## config.mk

```make
export PLATFORM = sky130hd
export DESIGN_NAME = dlt_dac_load_thermal
export DESIGN_NICKNAME = d
export VERILOG_FILES = /design/src/dlt_pkg.sv /design/src/dlt_dac_load_thermal.sv
export VERILOG_INCLUDE_DIRS = /design/src
export SDC_FILE = /design/constraint.sdc
export NUM_CORES = 1
export LEC_CHECK = 0
export ABC_AREA = 1
export BUFFER_PORTS_ARGS = -buffer_cell sky130_fd_sc_hd__buf_4
export CORE_MARGIN = 2
export CORE_UTILIZATION = 30
export DETAILED_ROUTE_END_ITERATION = 12
export PLACE_DENSITY = 0.52
export SLEW_MARGIN = 40
export SYNTH_ARGS = -nofsm -noshare
export SYNTH_HDL_FRONTEND = slang
export SYNTH_SLANG_ARGS = --single-unit
```

## constraint.sdc

```tcl
create_clock -name clk -period 4.8 [get_ports clk]
set_input_delay 0.24 -clock clk [delete_from_list [all_inputs] [get_ports clk]]
set_output_delay 0.24 -clock clk [all_outputs]
set_load 0.1 [all_outputs]
```

## src/dlt_consts.svh

```systemverilog
// Constants for the DAC load and thermal output control block.
// Assumes it is included by bare name from the design and bench files.
`ifndef DLT_CONSTS_SVH
`define DLT_CONSTS_SVH

// ****************************************************************
// Register addresses
// ****************************************************************
`define DLT_ADDR_DAC_A 8'h10
`define DLT_ADDR_DAC_B 8'h11
`define DLT_ADDR_DAC_C 8'h12
`define DLT_ADDR_DAC_D 8'h13
`define DLT_ADDR_MEAS 8'h19
`define DLT_ADDR_CONV 8'h1A
`define DLT_ADDR_DCFG 8'h1B
`define DLT_ADDR_LOAD 8'h1C
`define DLT_ADDR_OFS_INT 8'h21
`define DLT_ADDR_OFS_EXT 8'h22

// ****************************************************************
// Field positions
// ****************************************************************
`define DLT_BIT_AVG_OFF 5
`define DLT_BIT_FAST 0
`define DLT_BIT_LOAD_SRC 3
`define DLT_BIT_ADC_REF 4
`define DLT_BIT_THERM_A 5
`define DLT_BIT_THERM_B 6
`define DLT_BIT_SPAN_A 0
`define DLT_BIT_SPAN_B 1
`define DLT_BIT_LD_LO 4
`define DLT_BIT_LD_HI 5
`define DLT_BIT_REF_INT 4

// ****************************************************************
// Reset values, masks and counts
// ****************************************************************
`define DLT_RST_OPT 8'h00
`define DLT_RST_OFS 8'hD8
`define DLT_RST_CODE 8'h00
`define DLT_MASK_AB 4'h3
`define DLT_MASK_CD 4'hC
`define DLT_MASK_ALL 4'hF
`define DLT_AVG_ON 5'h10
`define DLT_AVG_OFF 5'h01
`define DLT_CODE_MAX 10'h0FF
`define DLT_CAL_TIME_US 5000
`define DLT_CLK_MHZ 100
`define DLT_CAL_CNT_W 20

`endif

```

## src/dlt_pkg.sv

```systemverilog
// Types shared by the DAC load and thermal output control block.
// Assumes dlt_consts.svh is on the include path.
package dlt_pkg;

  // ****************************************************************
  // Types
  // ****************************************************************
  typedef logic [7:0] dlt_byte_t;
  typedef logic [3:0][7:0] dlt_codes_t;
  typedef logic [9:0] dlt_temp_t;

  // Power-up calibration states, one-hot
  typedef enum logic [1:0] {
    DLT_CAL_RUN = 2'b01,
    DLT_CAL_IDLE = 2'b10
  } dlt_cal_state_t;

endpackage
```

## src/dlt_dac_load_thermal.sv

```systemverilog
// DAC code staging, load sources, thermal output and converter settings.
// Assumes a serial front end on clk presents register reads and writes,
// and the measurement logic on clk pulses each temperature result.
`timescale 1ns/100ps
`include "dlt_consts.svh"

// Notes on behaviour
// - fast bit raises converter clock; slow after reset
// - fast clock switches remote input filter off
// - average sixteen by default; disable bit gives one
// - written code pending until a load command
// - DAC read returns the code driving output
// - load from pin fall, config bits, load register
// - strobe held low; must rise before next load
// - codes are 8-bit straight binary, 0 to 255
// - reference select held; external after reset
// - per-DAC gain bit: zero unity, one double
// - two bits enable thermal mode on A, B
// - thermal DAC follows each temperature result
// - one degree equals one code step
// - span bits double thermal output span
// - range -128..127; code zero is -40 default
// - signed offset register per sensor sets zero
// - calibrate after power-up; traffic interrupts it
// - after calibration idle, all DAC codes zero
// - load source bit moves control to registers
module dlt_dac_load_thermal #(
  parameter int unsigned CAL_CYCLES = `DLT_CAL_TIME_US * `DLT_CLK_MHZ
) (
  input wire logic clk,
  input wire logic resetn,
  input wire logic reg_wr,
  input wire logic reg_rd,
  input wire dlt_pkg::dlt_byte_t reg_addr,
  input wire dlt_pkg::dlt_byte_t reg_wdata,
  output dlt_pkg::dlt_byte_t reg_rdata,
  output logic reg_rdata_valid,
  input wire logic dac_load_strobe_n,
  input wire logic temp_int_valid,
  input wire dlt_pkg::dlt_temp_t temp_int,
  input wire logic temp_ext_valid,
  input wire dlt_pkg::dlt_temp_t temp_ext,
  output dlt_pkg::dlt_codes_t dac_code,
  output logic [3:0] dac_gain_x2,
  output logic dac_ref_internal,
  output logic adc_clock_fast,
  output logic remote_filter_enable,
  output logic adc_ref_vdd,
  output logic [4:0] average_count,
  output logic cal_busy,
  output logic cal_interrupted
);
  import dlt_pkg::*;

  // ****************************************************************
  // Functions
  // ****************************************************************

  // Temperature in quarter degrees to a saturated thermal DAC code
  function automatic dlt_byte_t therm_code(input dlt_temp_t t,
                                           input dlt_byte_t ofs);
    logic signed [9:0] deg;
    logic signed [9:0] diff;
    deg = $signed(t) >>> 2;
    diff = deg - $signed({{2{ofs[7]}}, ofs});
    if (diff < 0) begin
      therm_code = `DLT_RST_CODE;
    end else if (diff > $signed(`DLT_CODE_MAX)) begin
      therm_code = dlt_byte_t'(`DLT_CODE_MAX);
    end else begin
      therm_code = diff[7:0];
    end
  endfunction

  // ****************************************************************
  // Storage
  // ****************************************************************
  dlt_byte_t meas_options;
  dlt_byte_t converter_options;
  dlt_byte_t dac_gain_span_load;
  logic ref_internal;
  dlt_byte_t internal_thermal_offset;
  dlt_byte_t remote_thermal_offset;
  dlt_codes_t pending;
  logic strobe_s1;
  logic strobe_s2;
  logic strobe_s3;
  dlt_cal_state_t cal_state;
  logic [`DLT_CAL_CNT_W-1:0] cal_cnt;

  localparam logic [`DLT_CAL_CNT_W-1:0] CAL_LAST =
    `DLT_CAL_CNT_W'(CAL_CYCLES - 1);

  // ****************************************************************
  // Decode
  // ****************************************************************

  // Write strobes per register
  wire wr_meas = reg_wr && (reg_addr == `DLT_ADDR_MEAS);
  wire wr_conv = reg_wr && (reg_addr == `DLT_ADDR_CONV);
  wire wr_dcfg = reg_wr && (reg_addr == `DLT_ADDR_DCFG);
  wire wr_load = reg_wr && (reg_addr == `DLT_ADDR_LOAD);
  wire wr_ofs_int = reg_wr && (reg_addr == `DLT_ADDR_OFS_INT);
  wire wr_ofs_ext = reg_wr && (reg_addr == `DLT_ADDR_OFS_EXT);
  wire [3:0] wr_dac;
  assign wr_dac[0] = reg_wr && (reg_addr == `DLT_ADDR_DAC_A);
  assign wr_dac[1] = reg_wr && (reg_addr == `DLT_ADDR_DAC_B);
  assign wr_dac[2] = reg_wr && (reg_addr == `DLT_ADDR_DAC_C);
  assign wr_dac[3] = reg_wr && (reg_addr == `DLT_ADDR_DAC_D);

  // Mode bits
  wire load_source_select = converter_options[`DLT_BIT_LOAD_SRC];
  wire therm_a = converter_options[`DLT_BIT_THERM_A];
  wire therm_b = converter_options[`DLT_BIT_THERM_B];
  wire register_load_ctl_lo = reg_wdata[`DLT_BIT_LD_LO];
  wire register_load_ctl_hi = reg_wdata[`DLT_BIT_LD_HI];

  // Falling edge seen on the synchronised strobe only
  wire pin_fall = strobe_s3 && !strobe_s2;

  // Three load sources, chosen by the load source bit
  wire [3:0] pin_load = (pin_fall && !load_source_select) ?
    `DLT_MASK_ALL : 4'h0;
  wire [3:0] cfg_load = (wr_dcfg && load_source_select) ?
    ((register_load_ctl_lo ? `DLT_MASK_AB : 4'h0) |
     (register_load_ctl_hi ? `DLT_MASK_CD : 4'h0)) : 4'h0;
  wire [3:0] ldreg_load = (wr_load && load_source_select) ?
    reg_wdata[3:0] : 4'h0;
  wire [3:0] load_mask = pin_load | cfg_load | ldreg_load;

  // Thermal updates replace loads on A and B
  wire therm_upd_a = therm_a && temp_int_valid;
  wire therm_upd_b = therm_b && temp_ext_valid;
  wire [3:0] therm_own = {2'b00, therm_b, therm_a};
  wire dlt_byte_t therm_a_code = therm_code(temp_int,
                                            internal_thermal_offset);
  wire dlt_byte_t therm_b_code = therm_code(temp_ext,
                                            remote_thermal_offset);

  // Read selection; DAC reads show the driving code
  wire dlt_byte_t next_rdata =
    (reg_addr == `DLT_ADDR_DAC_A) ? dac_code[0] :
    (reg_addr == `DLT_ADDR_DAC_B) ? dac_code[1] :
    (reg_addr == `DLT_ADDR_DAC_C) ? dac_code[2] :
    (reg_addr == `DLT_ADDR_DAC_D) ? dac_code[3] :
    (reg_addr == `DLT_ADDR_MEAS) ? meas_options :
    (reg_addr == `DLT_ADDR_CONV) ? converter_options :
    (reg_addr == `DLT_ADDR_DCFG) ? dac_gain_span_load :
    (reg_addr == `DLT_ADDR_LOAD) ?
      dlt_byte_t'({ref_internal, 4'h0}) :
    (reg_addr == `DLT_ADDR_OFS_INT) ? internal_thermal_offset :
    (reg_addr == `DLT_ADDR_OFS_EXT) ? remote_thermal_offset :
    8'h00;

  // ****************************************************************
  // Outputs from settings
  // ****************************************************************

  // Converter settings
  assign adc_clock_fast = converter_options[`DLT_BIT_FAST];
  assign remote_filter_enable = !adc_clock_fast;
  assign adc_ref_vdd = converter_options[`DLT_BIT_ADC_REF];
  assign average_count = meas_options[`DLT_BIT_AVG_OFF] ?
    `DLT_AVG_OFF : `DLT_AVG_ON;
  assign dac_ref_internal = ref_internal;
  // Gain bits double DAC span, thermal span included
  assign dac_gain_x2 = dac_gain_span_load[3:0];
  assign cal_busy = (cal_state == DLT_CAL_RUN);

  // ****************************************************************
  // Registers
  // ****************************************************************

  // Settings registers
  always_ff @(posedge clk or negedge resetn) begin
    if (!resetn) begin
      meas_options <= `DLT_RST_OPT;
      converter_options <= `DLT_RST_OPT;
      dac_gain_span_load <= `DLT_RST_OPT;
      ref_internal <= 1'b0;
      internal_thermal_offset <= `DLT_RST_OFS;
      remote_thermal_offset <= `DLT_RST_OFS;
    end else begin
      if (wr_meas) meas_options <= reg_wdata;
      if (wr_conv) converter_options <= reg_wdata;
      if (wr_dcfg) dac_gain_span_load <= reg_wdata;
      if (wr_load) ref_internal <= reg_wdata[`DLT_BIT_REF_INT];
      if (wr_ofs_int) internal_thermal_offset <= reg_wdata;
      if (wr_ofs_ext) remote_thermal_offset <= reg_wdata;
    end
  end

  // Strobe synchroniser and edge history
  always_ff @(posedge clk or negedge resetn) begin
    if (!resetn) begin
      strobe_s1 <= 1'b1;
      strobe_s2 <= 1'b1;
      strobe_s3 <= 1'b1;
    end else begin
      strobe_s1 <= dac_load_strobe_n;
      strobe_s2 <= strobe_s1;
      strobe_s3 <= strobe_s2;
    end
  end

  // Pending codes, one per DAC
  always_ff @(posedge clk or negedge resetn) begin
    if (!resetn) begin
      pending <= '0;
    end else begin
      for (int i = 0; i < 4; i++) begin
        if (wr_dac[i]) pending[i] <= reg_wdata;
      end
    end
  end

  // Driving codes: load copies pending, thermal tracks temperature
  always_ff @(posedge clk or negedge resetn) begin
    if (!resetn) begin
      dac_code <= '0;
    end else begin
      for (int i = 0; i < 4; i++) begin
        if (load_mask[i] && !therm_own[i]) begin
          dac_code[i] <= pending[i];
        end
      end
      if (therm_upd_a) dac_code[0] <= therm_a_code;
      if (therm_upd_b) dac_code[1] <= therm_b_code;
    end
  end

  // Registered read answer
  always_ff @(posedge clk or negedge resetn) begin
    if (!resetn) begin
      reg_rdata <= 8'h00;
      reg_rdata_valid <= 1'b0;
    end else begin
      reg_rdata_valid <= reg_rd;
      if (reg_rd) reg_rdata <= next_rdata;
    end
  end

  // Power-up calibration, cut short by any serial access
  always_ff @(posedge clk or negedge resetn) begin
    if (!resetn) begin
      cal_state <= DLT_CAL_RUN;
      cal_cnt <= '0;
      cal_interrupted <= 1'b0;
    end else begin
      case (cal_state)
        DLT_CAL_RUN: begin
          cal_cnt <= cal_cnt + 1'b1;
          if (reg_wr || reg_rd) begin
            cal_state <= DLT_CAL_IDLE;
            cal_interrupted <= 1'b1;
          end else if (cal_cnt == CAL_LAST) begin
            cal_state <= DLT_CAL_IDLE;
          end
        end
        default: begin
          cal_state <= DLT_CAL_IDLE;
        end
      endcase
    end
  end
endmodule // dlt_dac_load_thermal

```

After elaboration in Yosys (flattened, before gate mapping)
Cells that the tools add are included.
{"block": "word_totals", "input_bits": 43, "wordCells": 99, "out_inout_bits": 56, "register_bits": 140}
{"block": "op_classes", "n_addsub": 3, "bitwise_logic": 3, "n_eq_ne": 13, "muxes": 27, "order_cmp": 4, "reduce_logical": 27}
{"cell": "8-bit two-way mux", "n": 18}
{"cell": "8-bit by 5-bit == test with 1-bit output (second input constant)", "n": 8}
{"cell": "20-bit by 1-bit adder with 20-bit output (second input constant)", "n": 1}
{"cell": "20-bit by 19-bit == test with 1-bit output (second input constant)", "n": 1}
{"cell": "9-bit > comparator (second input constant)", "n": 2}
{"cell": "1-bit logical AND", "n": 18}
{"cell": "9-bit by 1-bit less-than comparator with 1-bit output (second input constant)", "n": 2}
{"cell": "8-bit by 8-bit subtractor with 9-bit output", "n": 2}
{"cell": "8-bit by 6-bit == test with 1-bit output (second input constant)", "n": 2}
{"cell": "4-bit two-way mux", "n": 4}
{"cell": "2-bit two-way mux", "n": 4}
{"cell": "4-bit bitwise OR", "n": 2}
{"cell": "1-bit zero test", "n": 5}
{"cell": "5-bit two-way mux", "n": 1}
{"cell": "2-bit by 4-bit bitwise OR with 4-bit output", "n": 1}
{"cell": "2-bit nonzero test", "n": 2}
{"cell": "3-bit by 1-bit != test with 1-bit output (second input constant)", "n": 1}
{"cell": "2-bit by 1-bit == test with 1-bit output (second input constant)", "n": 1}
{"cell": "2-bit AND reduction", "n": 1}
{"cell": "1-bit logical OR", "n": 1}

Logic depth before layout (Yosys ltp)
Gate-level depths: netlist of the first run.
{"block": "depth", "word_depth": 11, "depth_mapped": 13, "ltp_nobuf": 13}

Worst setup path before layout of the first run
No wires, ideal clock.
{"block": "synth_path", "kind": "register to register", "startpoint": "reg cal_state[0]", "endpoint": "reg cal_cnt[13]", "arrival_time_ps": 2005, "setup_ps": 124, "synth_period_minus_slack_ps": 2129, "stages_incl_launch_ff": 9, "slack_ps": 2671, "n_path_buf": 0, "t_required_ps": 4676, "cell_sequence": "dfstp_2 > inv_1 > nor2_4 > nand4_1 > inv_1 > nand3_1 > nor2_1 > nand4_1 > xor2_1"}
{"block": "synth_between", "elab_chain_cells": 1}
{"element": "start, declared", "line": "dlt_dac_load_thermal.sv:88", "rtl": "dlt_cal_state_t cal_state;"}
{"element": "start signal, assigned", "line": "dlt_dac_load_thermal.sv:246", "rtl": "cal_state <= DLT_CAL_RUN;"}
{"element": "start signal, assigned", "line": "dlt_dac_load_thermal.sv:254", "rtl": "cal_state <= DLT_CAL_IDLE;"}
{"element": "start signal, assigned", "line": "dlt_dac_load_thermal.sv:257", "rtl": "cal_state <= DLT_CAL_IDLE;"}
{"element": "2-bit by 1-bit == test with 1-bit output"}
{"element": "named net cal_busy", "line": "dlt_dac_load_thermal.sv:50", "rtl": "output logic cal_busy,"}
{"element": "end signal, assigned", "line": "dlt_dac_load_thermal.sv:252", "rtl": "cal_cnt <= cal_cnt + 1'b1;"}
{"element": "end, declared", "line": "dlt_dac_load_thermal.sv:89", "rtl": "logic [`DLT_CAL_CNT_W-1:0] cal_cnt;"}
The timed path passes the listed nets, and every way through them passes these cells.
A chain may end at the register's enable or synchronous reset.

Final worst setup path of the first run
{"block": "layout_path", "startpoint": "reg internal_thermal_offset[4]", "endpoint": "reg dac_code[0] in the netlist's numbering"}
{"block": "layout_between", "elab_chain_cells": 5, "elab_cells_between_ends": 6, "cone_classes": "add/sub (1); order compare (2); mux (3)"}
{"element": "start, declared", "line": "dlt_dac_load_thermal.sv:82", "rtl": "dlt_byte_t internal_thermal_offset;"}
{"element": "start signal, assigned", "line": "dlt_dac_load_thermal.sv:181", "rtl": "internal_thermal_offset <= `DLT_RST_OFS;"}
{"element": "start signal, assigned", "line": "dlt_dac_load_thermal.sv:188", "rtl": "if (wr_ofs_int) internal_thermal_offset <= reg_wdata;"}
{"element": "8-bit by 8-bit subtractor with 9-bit output *", "line": "dlt_dac_load_thermal.sv:65", "rtl": "diff = deg - $signed({{2{ofs[7]}}, ofs});"}
{"element": "9-bit > comparator", "line": "dlt_dac_load_thermal.sv:68", "rtl": "end else if (diff > $signed(`DLT_CODE_MAX)) begin"}
{"element": "8-bit two-way mux", "line": "dlt_dac_load_thermal.sv:68"}
{"element": "8-bit two-way mux *", "line": "dlt_dac_load_thermal.sv:66", "rtl": "if (diff < 0) begin"}
{"element": "8-bit two-way mux *", "line": "dlt_dac_load_thermal.sv:227", "rtl": "if (therm_upd_a) dac_code[0] <= therm_a_code;"}
{"element": "end signal, assigned by index", "line": "dlt_dac_load_thermal.sv:224", "rtl": "dac_code[i] <= pending[i];"}
{"element": "end, declared", "line": "dlt_dac_load_thermal.sv:43", "rtl": "output dlt_pkg::dlt_codes_t dac_code,"}
Mark *: on every way between the ends. The rest lies on a longest branch, timed or not.

==> results.yml, run 1 <==
worst_hold_path:
  worstHoldStart: "reg_wdata[6]"
  hp-class: "primary input to flop"
  hold_path_end: "remote_thermal_offset[6]$_DFFE_PN1P_"
  hold_depth: 3
routing:
  wire_per_inst_um: 15.60
  vias: 6062
  drtAntennaViolNets: 0
  finalWirelength_mm: 20.68
  wl_met3_um: 972
  drc: 0
  wl_met1_mm: 10.46
  detail_route.first_pass.iterations: 5
  drtIter0Drc: 439
  met2_length_mm: 8.930
  viasPerCell: 4.572
  top_layer: "met4"
cts:
  clkLatencyLatePin_ps: 430
  tritoncts: "done"
  clock_sinks: 140
  clkTransAtPathRegs_ps: 70
  clock_path_buffers: 2
  cts-root-buf: "clkbuf_16"
  cts_max_level: 4
  cts_buffers: 17
worst_setup_path:
  crit_required_ps: 5170
  cp-start-kind: "flop"
  timing.rr.start: "internal_thermal_offset[4]$_DFFE_PN1P_"
  cp.depth: 12
  cp_data_arrival_time_ps: 2460
  crit_type: "flop to flop"
  r2r_slack_ps: 2710
  critPathCaptureType: "flop"
  reg2reg_to: "dac_code[0]$_DFFE_PN0P_"
  cpPeakStageDelay_ps: 540
  cp_max_fo: 8
  crit_buf_inv: 2
  critPathTopFamily: "simple AND/OR/NAND/NOR gates"
  crit_path_cell_trace: "inv_1 -> ha_1 -> inv_1 -> nor3_1 -> nand2_1 -> nand3_1 -> nand2_1 -> nand2_1 -> nand2_1 -> o21ai_0 -> nand2_1 -> nand2_1"
  reg2reg_depth: 12
  slowest_stage: "dfstp_2"
  crit_top_cell: "nand2_1"
sta:
  fin_tns_setup_ps: 0
  slew_violations: 0
  hold_viol_final: 0
  period_needed_ps: 2092
  relSlewSlack_pct: 50.62
  rsz0062_at_grt: "no"
  fin_skew_ps: 9.388
  fmax_ghz: 0.4779
  final.period_utilization_pct: 43.59
  worst_pin_slew_ps: 738.4
  setup_viol: 0
logic_synthesis:
  yosysTopAreaCell: "dfrtp_1"
  avgSynthCellArea_um2: 8.179
  ys_top_cells_by_count: "nand2_1, dfrtp_1, inv_1"
  async_flop_share_pct: 100.0
  syn_inst: 898
  synthTopCellsByArea: "dfrtp_1, nand2_1, nand3_1, inv_1, dfstp_2"
  synth_cell_types: 42
  synth.most_common_cell: "nand2_1"
  ys_seq_area_share_pct: 47.90
  synth-edff-count: 0
  synth_seq_cells: 140
  synth_area_um2: 7345
  ys_dominant_reg_cell: "dfrtp_1"
  ys_warn_count: 0
  synth.top_cell.area_share_pct: 43.61
outcome:
  status: "finished clean"
power:
  p_per_area_nw_per_um2: 343.8
  ir_worst_vdd_uv: 228.4
  power.leakage_nw: 4.535
finish:
  drive_above_1_share_pct: 19.06
  multi_input_area_um2: 3274
  areaGrowthSynthToFinish_pct: 21.06
  layout.nets: 1051
  n_antenna_cell: 0
  nFillCells: 2521
  final_area_um2: 8891
  final-seq-area_um2: 3518
floorplan:
  die_w_um: 160.5
  core_um2: 24180
  fp-row-count: 57
  start_util_pct: 30.38
  ios: 99
  die_y_um: 160.5
  dieArea_um2: 25750
grt:
  track_usage_pct: 16.68
  grt_start_max_net_pins: 88
  antenna_found_initial: 0
  grt_pass1_vias: 5824
  grt_pass1_wl_mm: 32.78
  grt.overflow.total: 0
place:
  port_buffers: 91
  place.gp.congestion: 0.9402
  dp_hpwl_mm: 15.39
  placed_area_um2: 8305
run:
  cap_violations: 0
[cells by family after synthesis]
logic type | after synthesis | synth area share [%]
other cells | 1 | 0.05106
xor+xnor | 26 | 3.100
compound gates | 118 | 8.893
simple gates | 459 | 28.84
fa+ha+maj | 19 | 3.441
buf+inv | 134 | 7.615
mux | 1 | 0.1533
flops | 140 | 47.90
[metrics by stage]
| stage | hold WS [ps] | instances | setup slack [ps] | total power (W) | util [%] |
|---|---|---|---|---|---|
| 2_1_floorplan | -55.59 | 900 | 2671 | 0.001661 | - |
| 3_3_place_gp | 348.7 | 1291 | 2635 | 0.001823 | 34.34 |
| 3_5_place_dp | 306.3 | 1291 | 2643 | 0.001827 | 34.35 |
| 4_1_cts | 36.40 | 1326 | 2708 | 0.003089 | 36.77 |
| 5_1_grt | 58.73 | 1326 | 2530 | 0.003186 | 36.77 |
| 6_report | 54.74 | 1326 | 2708 | 0.003056 | 36.77 |
[timing repair]
| item | CTS | global route |
|---|---|---|
| hold buffers | 3 | 0 |
| endpoints found under the hold margin | 79 | 0 |
| setup buffers | 0 | 0 |
| resized for setup | 0 | 0 |
| setup endpoints to repair | 0 | 0 |
[per-layer routing]
layer | global-route usage [%] | vias to the layer above
met5 | 0 | -
met4 | 5.528 | 0
met3 | 3.125 | 19
met2 | 24.98 | 127
met1 | 24.27 | 2846
li1 | - | 3070
[layout by cell type (no fill, tap or decap), types with 12 or more instances in the layout]
cell type	n
a21oi_1	22
buf_4	91
clkbuf_16	17
dfrtp_1	128
dfstp_2	12
ha_1	17
inv_1	99
nand2_1	252
nand3_1	83
nand4_1	19
nor2_1	54
o21ai_0	52
o21ai_1	28
xor2_1	16
[worst max-delay path by stage]
stage	startpoint	end	slack (ps)
global route	internal_thermal_offset[4]$_DFFE_PN1P_	dac_code[5]$_DFFE_PN0P_	2530
CTS	remote_thermal_offset[0]$_DFFE_PN0P_	dac_code[10]$_DFFE_PN0P_	2710
global placement	reg_addr[6]	reg_rdata[5]$_DFFE_PN0P_	2640
floorplan	cal_state[0]$_DFFE_PN1P_	cal_cnt[13]$_DFFE_PN0P_	2670
detailed placement	reg_addr[6]	dac_code[29]$_DFFE_PN0P_	2640
finish	internal_thermal_offset[4]$_DFFE_PN1P_	dac_code[0]$_DFFE_PN0P_	2710
[power breakdown]
group | internal, W | leakage [nW] | total, W | switching (W)
clock | 0.000677 | 0.251 | 0.00125 | 0.000578
combinational | 0.000134 | 2.45 | 0.000517 | 0.000383
sequential | 0.00124 | 1.84 | 0.00128 | 0.0000446
[state kept, by name (all words and copies together), names as in the netlist, 2 cells and up]
name	cells
cal_cnt	20
cal_state	2
converter_options	8
dac_code	32
dac_gain_span_load	8
internal_thermal_offset	8
meas_options	8
pending	32
reg_rdata	8
remote_thermal_offset	8
[final cells by class]
cell class	count	share of cell area, %
flip-flops and latches	140	39.57
clock inverters	15	1.464
inverters	109	4.602
clock buffers	17	4.785
well taps	324	4.560
repair buffers	95	8.190
multi-input cells	626	36.83
[worst register-to-register path, stage by stage (launching register included)]
cell and delay, ps:
dfstp_2 540, inv_1 70, ha_1 330, inv_1 70
nor3_1 160, nand2_1 100, nand3_1 90, nand2_1 70
nand2_1 60, nand2_1 140, o21ai_0 220, nand2_1 100
nand2_1 60
(Power assumes the default switching activity.)
==> run 2: changes to the inputs <==
--- a/config.mk
+++ b/config.mk
@@ -6,12 +6,12 @@
 export SDC_FILE = /design/constraint.sdc
 export NUM_CORES = 1
 export LEC_CHECK = 0
-export ABC_AREA = 1
+export ABC_AREA = 0
 export BUFFER_PORTS_ARGS = -buffer_cell sky130_fd_sc_hd__buf_4
 export CORE_MARGIN = 2
 export CORE_UTILIZATION = 30
 export DETAILED_ROUTE_END_ITERATION = 12
-export PLACE_DENSITY = 0.52
+export PLACE_DENSITY = 0.54
 export SLEW_MARGIN = 40
 export SYNTH_ARGS = -nofsm -noshare
 export SYNTH_HDL_FRONTEND = slang
==> constraint.sdc (replaced) <==
create_clock -name clk -period 1.75 [get_ports clk]
set_input_delay 0.0875 -clock clk [delete_from_list [all_inputs] [get_ports clk]]
set_output_delay 0.0875 -clock clk [all_outputs]
set_load 0.1 [all_outputs]
==> run 2 against run 1 <==
The run now ends with setup timing left. Wire length is 7.6% higher. Clock power grew to 3.2 times the previous value. Clock skew increased by 2.9 ps. Global-route usage is 1.1 points higher. Die area decreased by 0.91%. Register-to-register slack lost 3200 ps.
==> results.yml, run 2 <==
outcome:
  status: "complete, but fails checks"
  violations: "setup timing"
power:
  p_per_area_nw_per_um2: 1096
  ir_worst_vdd_uv: 915.2
  power.leakage_nw: 4.803
finish:
  drive_above_1_share_pct: 47.64
  n_antenna_cell: 0
  final_area_um2: 10170
  post-route-util_pct: 43.09
  nFillCells: 2306
  largestRegisters: "dac_code: 32 flops, pending: 32 flops, cal_cnt: 20 flops"
  layout.nets: 916
  areaGrowthSynthToFinish_pct: 39.83
  final_common_cell: "buf_4"
  final_cell_mix: "buf_4, dfrtp_1, mux2_2"
logic_synthesis:
  ys_dominant_reg_cell: "dfrtp_1"
  synth_cell_types: 77
  avgSynthCellArea_um2: 11.21
  async_flop_share_pct: 100.0
  synthTopCellsByArea: "dfrtp_1, mux2_2, dfstp_2, ha_1, nand2_1"
  synth_area_um2: 7276
  synth.top_cell.area_share_pct: 44.02
  yosysTopAreaCell: "dfrtp_1"
  synth.most_common_cell: "dfrtp_1"
  ys_seq_area_share_pct: 48.36
  syn_inst: 649
  ys_warn_count: 0
  ys_top_cells_by_count: "dfrtp_1, mux2_2, nand2_1"
  synth_seq_cells: 140
  synth-edff-count: 0
floorplan:
  die_w_um: 159.7
  dieArea_um2: 25510
  die_y_um: 159.7
  core_um2: 23610
  ios: 99
  fp-row-count: 56
  start_util_pct: 30.81
sta:
  fin_skew_ps: 12.33
  slew_violations: 0
  setup_viol: 17
  relSlewSlack_pct: 65.87
  period_needed_ps: 2201
  hold_viol_final: 0
  rsz0062_at_grt: "yes"
  worst_pin_slew_ps: 512.0
  final.period_utilization_pct: 125.8
  hold_slack_ps: 13.87
  fmax_ghz: 0.4543
  setup_ws_ps: -451.2
grt:
  grt.overflow.total: 0
  antenna_found_initial: 0
  grt_pass1_vias: 5922
  grt_start_max_net_pins: 50
  grt_pass1_wl_mm: 34.94
  track_usage_pct: 17.78
worst_setup_path:
  reg2reg_depth: 8
  r2r_slack_ps: -450
  crit_required_ps: 2100
  cp-start-kind: "flop"
  reg2reg_to: "dac_code[5]$_DFFE_PN0P_"
  critPathCaptureType: "flop"
  cp_max_fo: 5
  timing.rr.start: "internal_thermal_offset[0]$_DFFE_PN0P_"
  cp_data_arrival_time_ps: 2550
  crit_type: "flop to flop"
run:
  cap_violations: 0
place:
  dp_hpwl_mm: 16.34
  port_buffers: 91
  place.gp.congestion: 0.8831
  placed_area_um2: 9189
worst_hold_path:
  hold_path_end: "converter_options[0]$_DFFE_PN0P_"
  worstHoldStart: "reg_wdata[0]"
  hp-class: "primary input to flop"
  hold_depth: 3
cts:
  cts_buffers: 17
  tritoncts: "done"
  cts-root-buf: "clkbuf_16"
  cts_max_level: 4
  clock_path_buffers: 2
  clkLatencyLatePin_ps: 430
  clkTransAtPathRegs_ps: 70
  clock_sinks: 140
routing:
  drtAntennaViolNets: 0
  viasPerCell: 4.922
  wire_per_inst_um: 18.76
  finalWirelength_mm: 22.25
  detail_route.first_pass.iterations: 5
  drtIter0Drc: 312
  vias: 5838
  drc: 0
-- run 2: routing by layer --
metal,routed length (um),global-route usage [%]
met3,959,3.299
met1,11010,26.02
met4,256,4.380
met2,10020,27.12
met5,0,0
-- run 2: logic make-up (layout without fill, tap and decap cells) --
kind of cell | after synthesis | in the layout | share of synthesized area, %
flip-flops | 140 | 140 | 48.36
buffers and inverters | 71 | 287 | 4.471
XOR/XNOR | 23 | 23 | 2.769
AO/OA/AOI/OAI | 140 | 140 | 13.41
other | 1 | 3 | 0.05154
AND/OR/NAND/NOR | 156 | 156 | 11.76
adder cells (fa/ha/maj) | 19 | 19 | 3.474
multiplexers | 99 | 99 | 15.70
-- run 2: what timing repair did --
item / CTS / global route
hold buffers: 5 / 0
pin swaps: 19 / 11
gates resized for setup: 19 / 23
setup buffers: 8 / 6
endpoints found under the hold margin: 49 / 0
endpoints found under the setup margin: 16 / 36
-- run 2: cell type report --
type | count | area (um^2) | share of cell area [%]
Clock buffer | 17 | 425.4 | 4.182
Clock inverter | 15 | 211.5 | 2.078
Inverter | 35 | 151.4 | 1.488
Multi-Input combinational cell | 440 | 3684 | 36.21
Sequential cell | 140 | 3523 | 34.63
Tap cell | 319 | 399.1 | 3.923
Timing Repair Buffer | 220 | 1779 | 17.49
-- run 2: power by group --
group / leakage (nW) / internal (W) / total, W / switching, W
clock: 0.308 / 0.00242 / 0.00394 / 0.00152
combinational: 2.65 / 0.000968 / 0.00330 / 0.00233
sequential: 1.84 / 0.00353 / 0.00391 / 0.000377
total: 4.80 / 0.00692 / 0.0111 / 0.00423
-- run 2: how the worst max path moves through the flow --
stage                                            from                      end  slack, ps  depth (start not counted)
2_1_floorplan  internal_thermal_offset[0]$_DFFE_PN0P_  dac_code[5]$_DFFE_PN0P_       -550                          9
3_5_place_dp   internal_thermal_offset[0]$_DFFE_PN0P_  dac_code[6]$_DFFE_PN0P_       -520                          8
3_3_place_gp   internal_thermal_offset[0]$_DFFE_PN0P_  dac_code[6]$_DFFE_PN0P_       -500                          8
6_report       internal_thermal_offset[0]$_DFFE_PN0P_  dac_code[5]$_DFFE_PN0P_       -450                          8
5_1_grt        internal_thermal_offset[0]$_DFFE_PN0P_  dac_code[5]$_DFFE_PN0P_       -550                          8
4_1_cts        internal_thermal_offset[0]$_DFFE_PN0P_  dac_code[5]$_DFFE_PN0P_       -440                          8
-- run 2: through the flow --
| step | setup TNS [ps] | total power [W] | worst slack (ps) | std cells |
|---|---|---|---|---|
| 6_report | -4237 | 0.01115 | -451.2 | 1186 |
| 3_5_place_dp | -18580 | 0.007131 | -519.4 | 1136 |
| 2_1_floorplan | -3791 | 0.006036 | -545.0 | 651 |
| 4_1_cts | -4184 | 0.01117 | -444.0 | 1180 |
| 5_1_grt | -6050 | 0.01154 | -549.6 | 1186 |
| 3_3_place_gp | -17370 | 0.007119 | -497.3 | 1136 |
-- run 2: critical path, stage by stage, from the launching register on --
cell	delay, ps
dfrtp_1	380
ha_2	180
fa_2	330
and2b_1	220
o31a_1	190
o21ai_2	60
or2_4	250
or3b_4	380
a2bb2oi_2	140
==> run 3: changes to the inputs <==
--- a/config.mk
+++ b/config.mk
@@ -7,7 +7,7 @@
 export NUM_CORES = 1
 export LEC_CHECK = 0
 export ABC_AREA = 0
-export BUFFER_PORTS_ARGS = -buffer_cell sky130_fd_sc_hd__buf_4
+export BUFFER_PORTS_ARGS = -buffer_cell sky130_fd_sc_hd__buf_2
 export CORE_MARGIN = 2
 export CORE_UTILIZATION = 30
 export DETAILED_ROUTE_END_ITERATION = 12
==> run 3 against run 2 <==
The flow still finishes with violations (setup timing). Sequential power is essentially flat. Global-route usage shrank 0.070 points. Critical path depth grew 1. Fmax shrank 0.57%. Wire length shrank 0.41%. Cell count is the same. Power shrank 1.4%. Largest cell class unchanged. Largest power group unchanged.
==> results.yml, run 3 (synthesis gave the netlist of run 2 again) <==
outcome:
  status: "complete, but fails checks"
  violations: "setup timing"
grt:
  grt.overflow.total: 0
  track_usage_pct: 17.71
  grt_pass1_wl_mm: 34.61
  grt_pass1_vias: 5830
  antenna_found_initial: 1
  grt_start_max_net_pins: 51
sta:
  worst_pin_slew_ps: 521.6
  fmax_ghz: 0.4517
  setup_viol: 17
  rsz0062_at_grt: "yes"
  final.period_utilization_pct: 126.5
  fin_skew_ps: 8.859
  period_needed_ps: 2214
  slew_violations: 0
  hold_slack_ps: 21.40
  hold_viol_final: 0
  setup_ws_ps: -463.7
  relSlewSlack_pct: 65.46
finish:
  largestRegisters: "dac_code: 32 flops, pending: 32 flops, cal_cnt: 20 flops"
  final_common_cell: "dfrtp_1"
  drive_above_1_share_pct: 47.40
  areaGrowthSynthToFinish_pct: 36.30
  fin_cells: 1186
  n_antenna_cell: 0
  layout.nets: 916
  final_cell_mix: "dfrtp_1, buf_4, buf_2"
  final_area_um2: 9917
  post-route-util_pct: 42.00
cts:
  clock_path_buffers: 2
  clkLatencyLatePin_ps: 430
  tritoncts: "done"
  clkTransAtPathRegs_ps: 60
  clock_sinks: 140
  cts_max_level: 4
  cts_buffers: 17
  cts-root-buf: "clkbuf_16"
power:
  combPwrFrac_pct: 28.6
  swShare_pct: 38.41
  p_sw_w: 0.004221
  ir_worst_vdd_uv: 873.8
  p_seq_share_pct: 35.6
  p_per_area_nw_per_um2: 1108
  p_int_w: 0.006768
  power.share.clock_pct: 35.8
  power.leakage_nw: 4.760
routing:
  wire_per_inst_um: 18.68
  finalWirelength_mm: 22.16
  viasPerCell: 4.871
  drc: 0
  vias: 5777
  detail_route.first_pass.iterations: 5
  drtIter0Drc: 314
  drtAntennaViolNets: 0
floorplan:
  start_util_pct: 30.81
  core_um2: 23610
  die_w_um: 159.7
  dieArea_um2: 25510
  fp-row-count: 56
  die_y_um: 159.7
  ios: 99
run:
  cap_violations: 0
worst_setup_path:
  cp_max_fo: 4
  slowest_stage: "dfrtp_1"
  r2r_slack_ps: -460
  crit_required_ps: 2110
  cp_data_arrival_time_ps: 2570
  cp-start-kind: "flop"
  critPathCaptureType: "flop"
  crit_path_cell_trace: "ha_2 -> fa_2 -> and2b_1 -> o31a_1 -> o21ai_1 -> or2_4 -> buf_6 -> a211o_1 -> a2bb2oi_2"
  crit_type: "flop to flop"
  cpPeakStageDelay_ps: 390
place:
  post-place-ws_ps: -561.8
  port_buffers: 91
  placed_area_um2: 8996
  place_inst: 1142
  place.gp.congestion: 0.8426
  dp_hpwl_mm: 16.73
worst_hold_path:
  hp-class: "primary input to flop"
## run 3: changes by cell type in the layout (fill, tap and decap cells not counted), moves of 2 or more
cell / before / now
clkinv_2: 2 / 0
buf_4: 203 / 116
dlygate4sd3_1: 5 / 3
nor2_1: 26 / 28
clkinv_4: 2 / 4
nor2_2: 7 / 5
buf_2: 0 / 90
## run 3: final timing paths
check,end,depth (start not counted),from
setup reg to reg,dac_code[3]$_DFFE_PN0P_,9,internal_thermal_offset[0]$_DFFE_PN0P_
setup / recovery,dac_code[3]$_DFFE_PN0P_,9,internal_thermal_offset[0]$_DFFE_PN0P_
min in group asynchronous,dac_code[8]$_DFFE_PN0P_,2,resetn
hold / removal,reg_rdata_valid$_DFF_PN0_,1,reg_rd
hold reg to reg,strobe_s2$_DFF_PN1_,0,strobe_s1$_DFF_PN1_
max in group asynchronous,internal_thermal_offset[6]$_DFFE_PN1P_,3,resetn
## run 3: routing by layer
metal	up-vias	GRT usage (%)	wire (um)
met3	21	3.429	1104
met1	2864	25.10	10630
met5	-	0	0
li1	2753	-	-
met4	0	4.669	263
met2	139	27.71	10160
## run 3: area by class of cell
class / instances / area [um^2]
sequential: 140 / 3523
multi-input combinational: 440 / 3670
inverter: 35 / 151.4
timing repair buffer: 220 / 1536
tap: 319 / 399.1
clock buffer: 18 / 429.2
fill: 2307 / 13700
clock inverter: 14 / 207.7
## run 3: power groups by stage
stage          clock (W)  sequential, W  combinational [W]
3_5_place_dp           0        0.00394            0.00304
6_report         0.00393        0.00391            0.00315
4_1_cts          0.00400        0.00390            0.00312
3_3_place_gp           0        0.00395            0.00303
5_1_grt          0.00412        0.00393            0.00329
2_1_floorplan          0        0.00528           0.000758
## run 3: critical path: cells and delay by family, from the launching register on
kind                     cells  cell delay [ps]
adder cells (fa/ha/maj)      2              520
buffers and inverters        1              130
flip-flops                   1              390
AND/OR/NAND/NOR              2              470
AO/OA/AOI/OAI                4              640
## run 3: stage by stage
stage / power [W] / setup TNS (ps)
3_3_place_gp: 0.006979 / -18540
3_5_place_dp: 0.006988 / -19280
5_1_grt: 0.01135 / -6460
4_1_cts: 0.01102 / -4911
2_1_floorplan: 0.006036 / -3791
6_report: 0.01099 / -4574
## run 3: what timing repair did
action                     in CTS  in global routing
cloned                          0                  0
pin swaps                      15                 20
buffers inserted                3                  7
resized for setup              21                 18
hold buffers                    3                  0
setup endpoints to repair      17                 21
hold endpoints to repair      132                  0
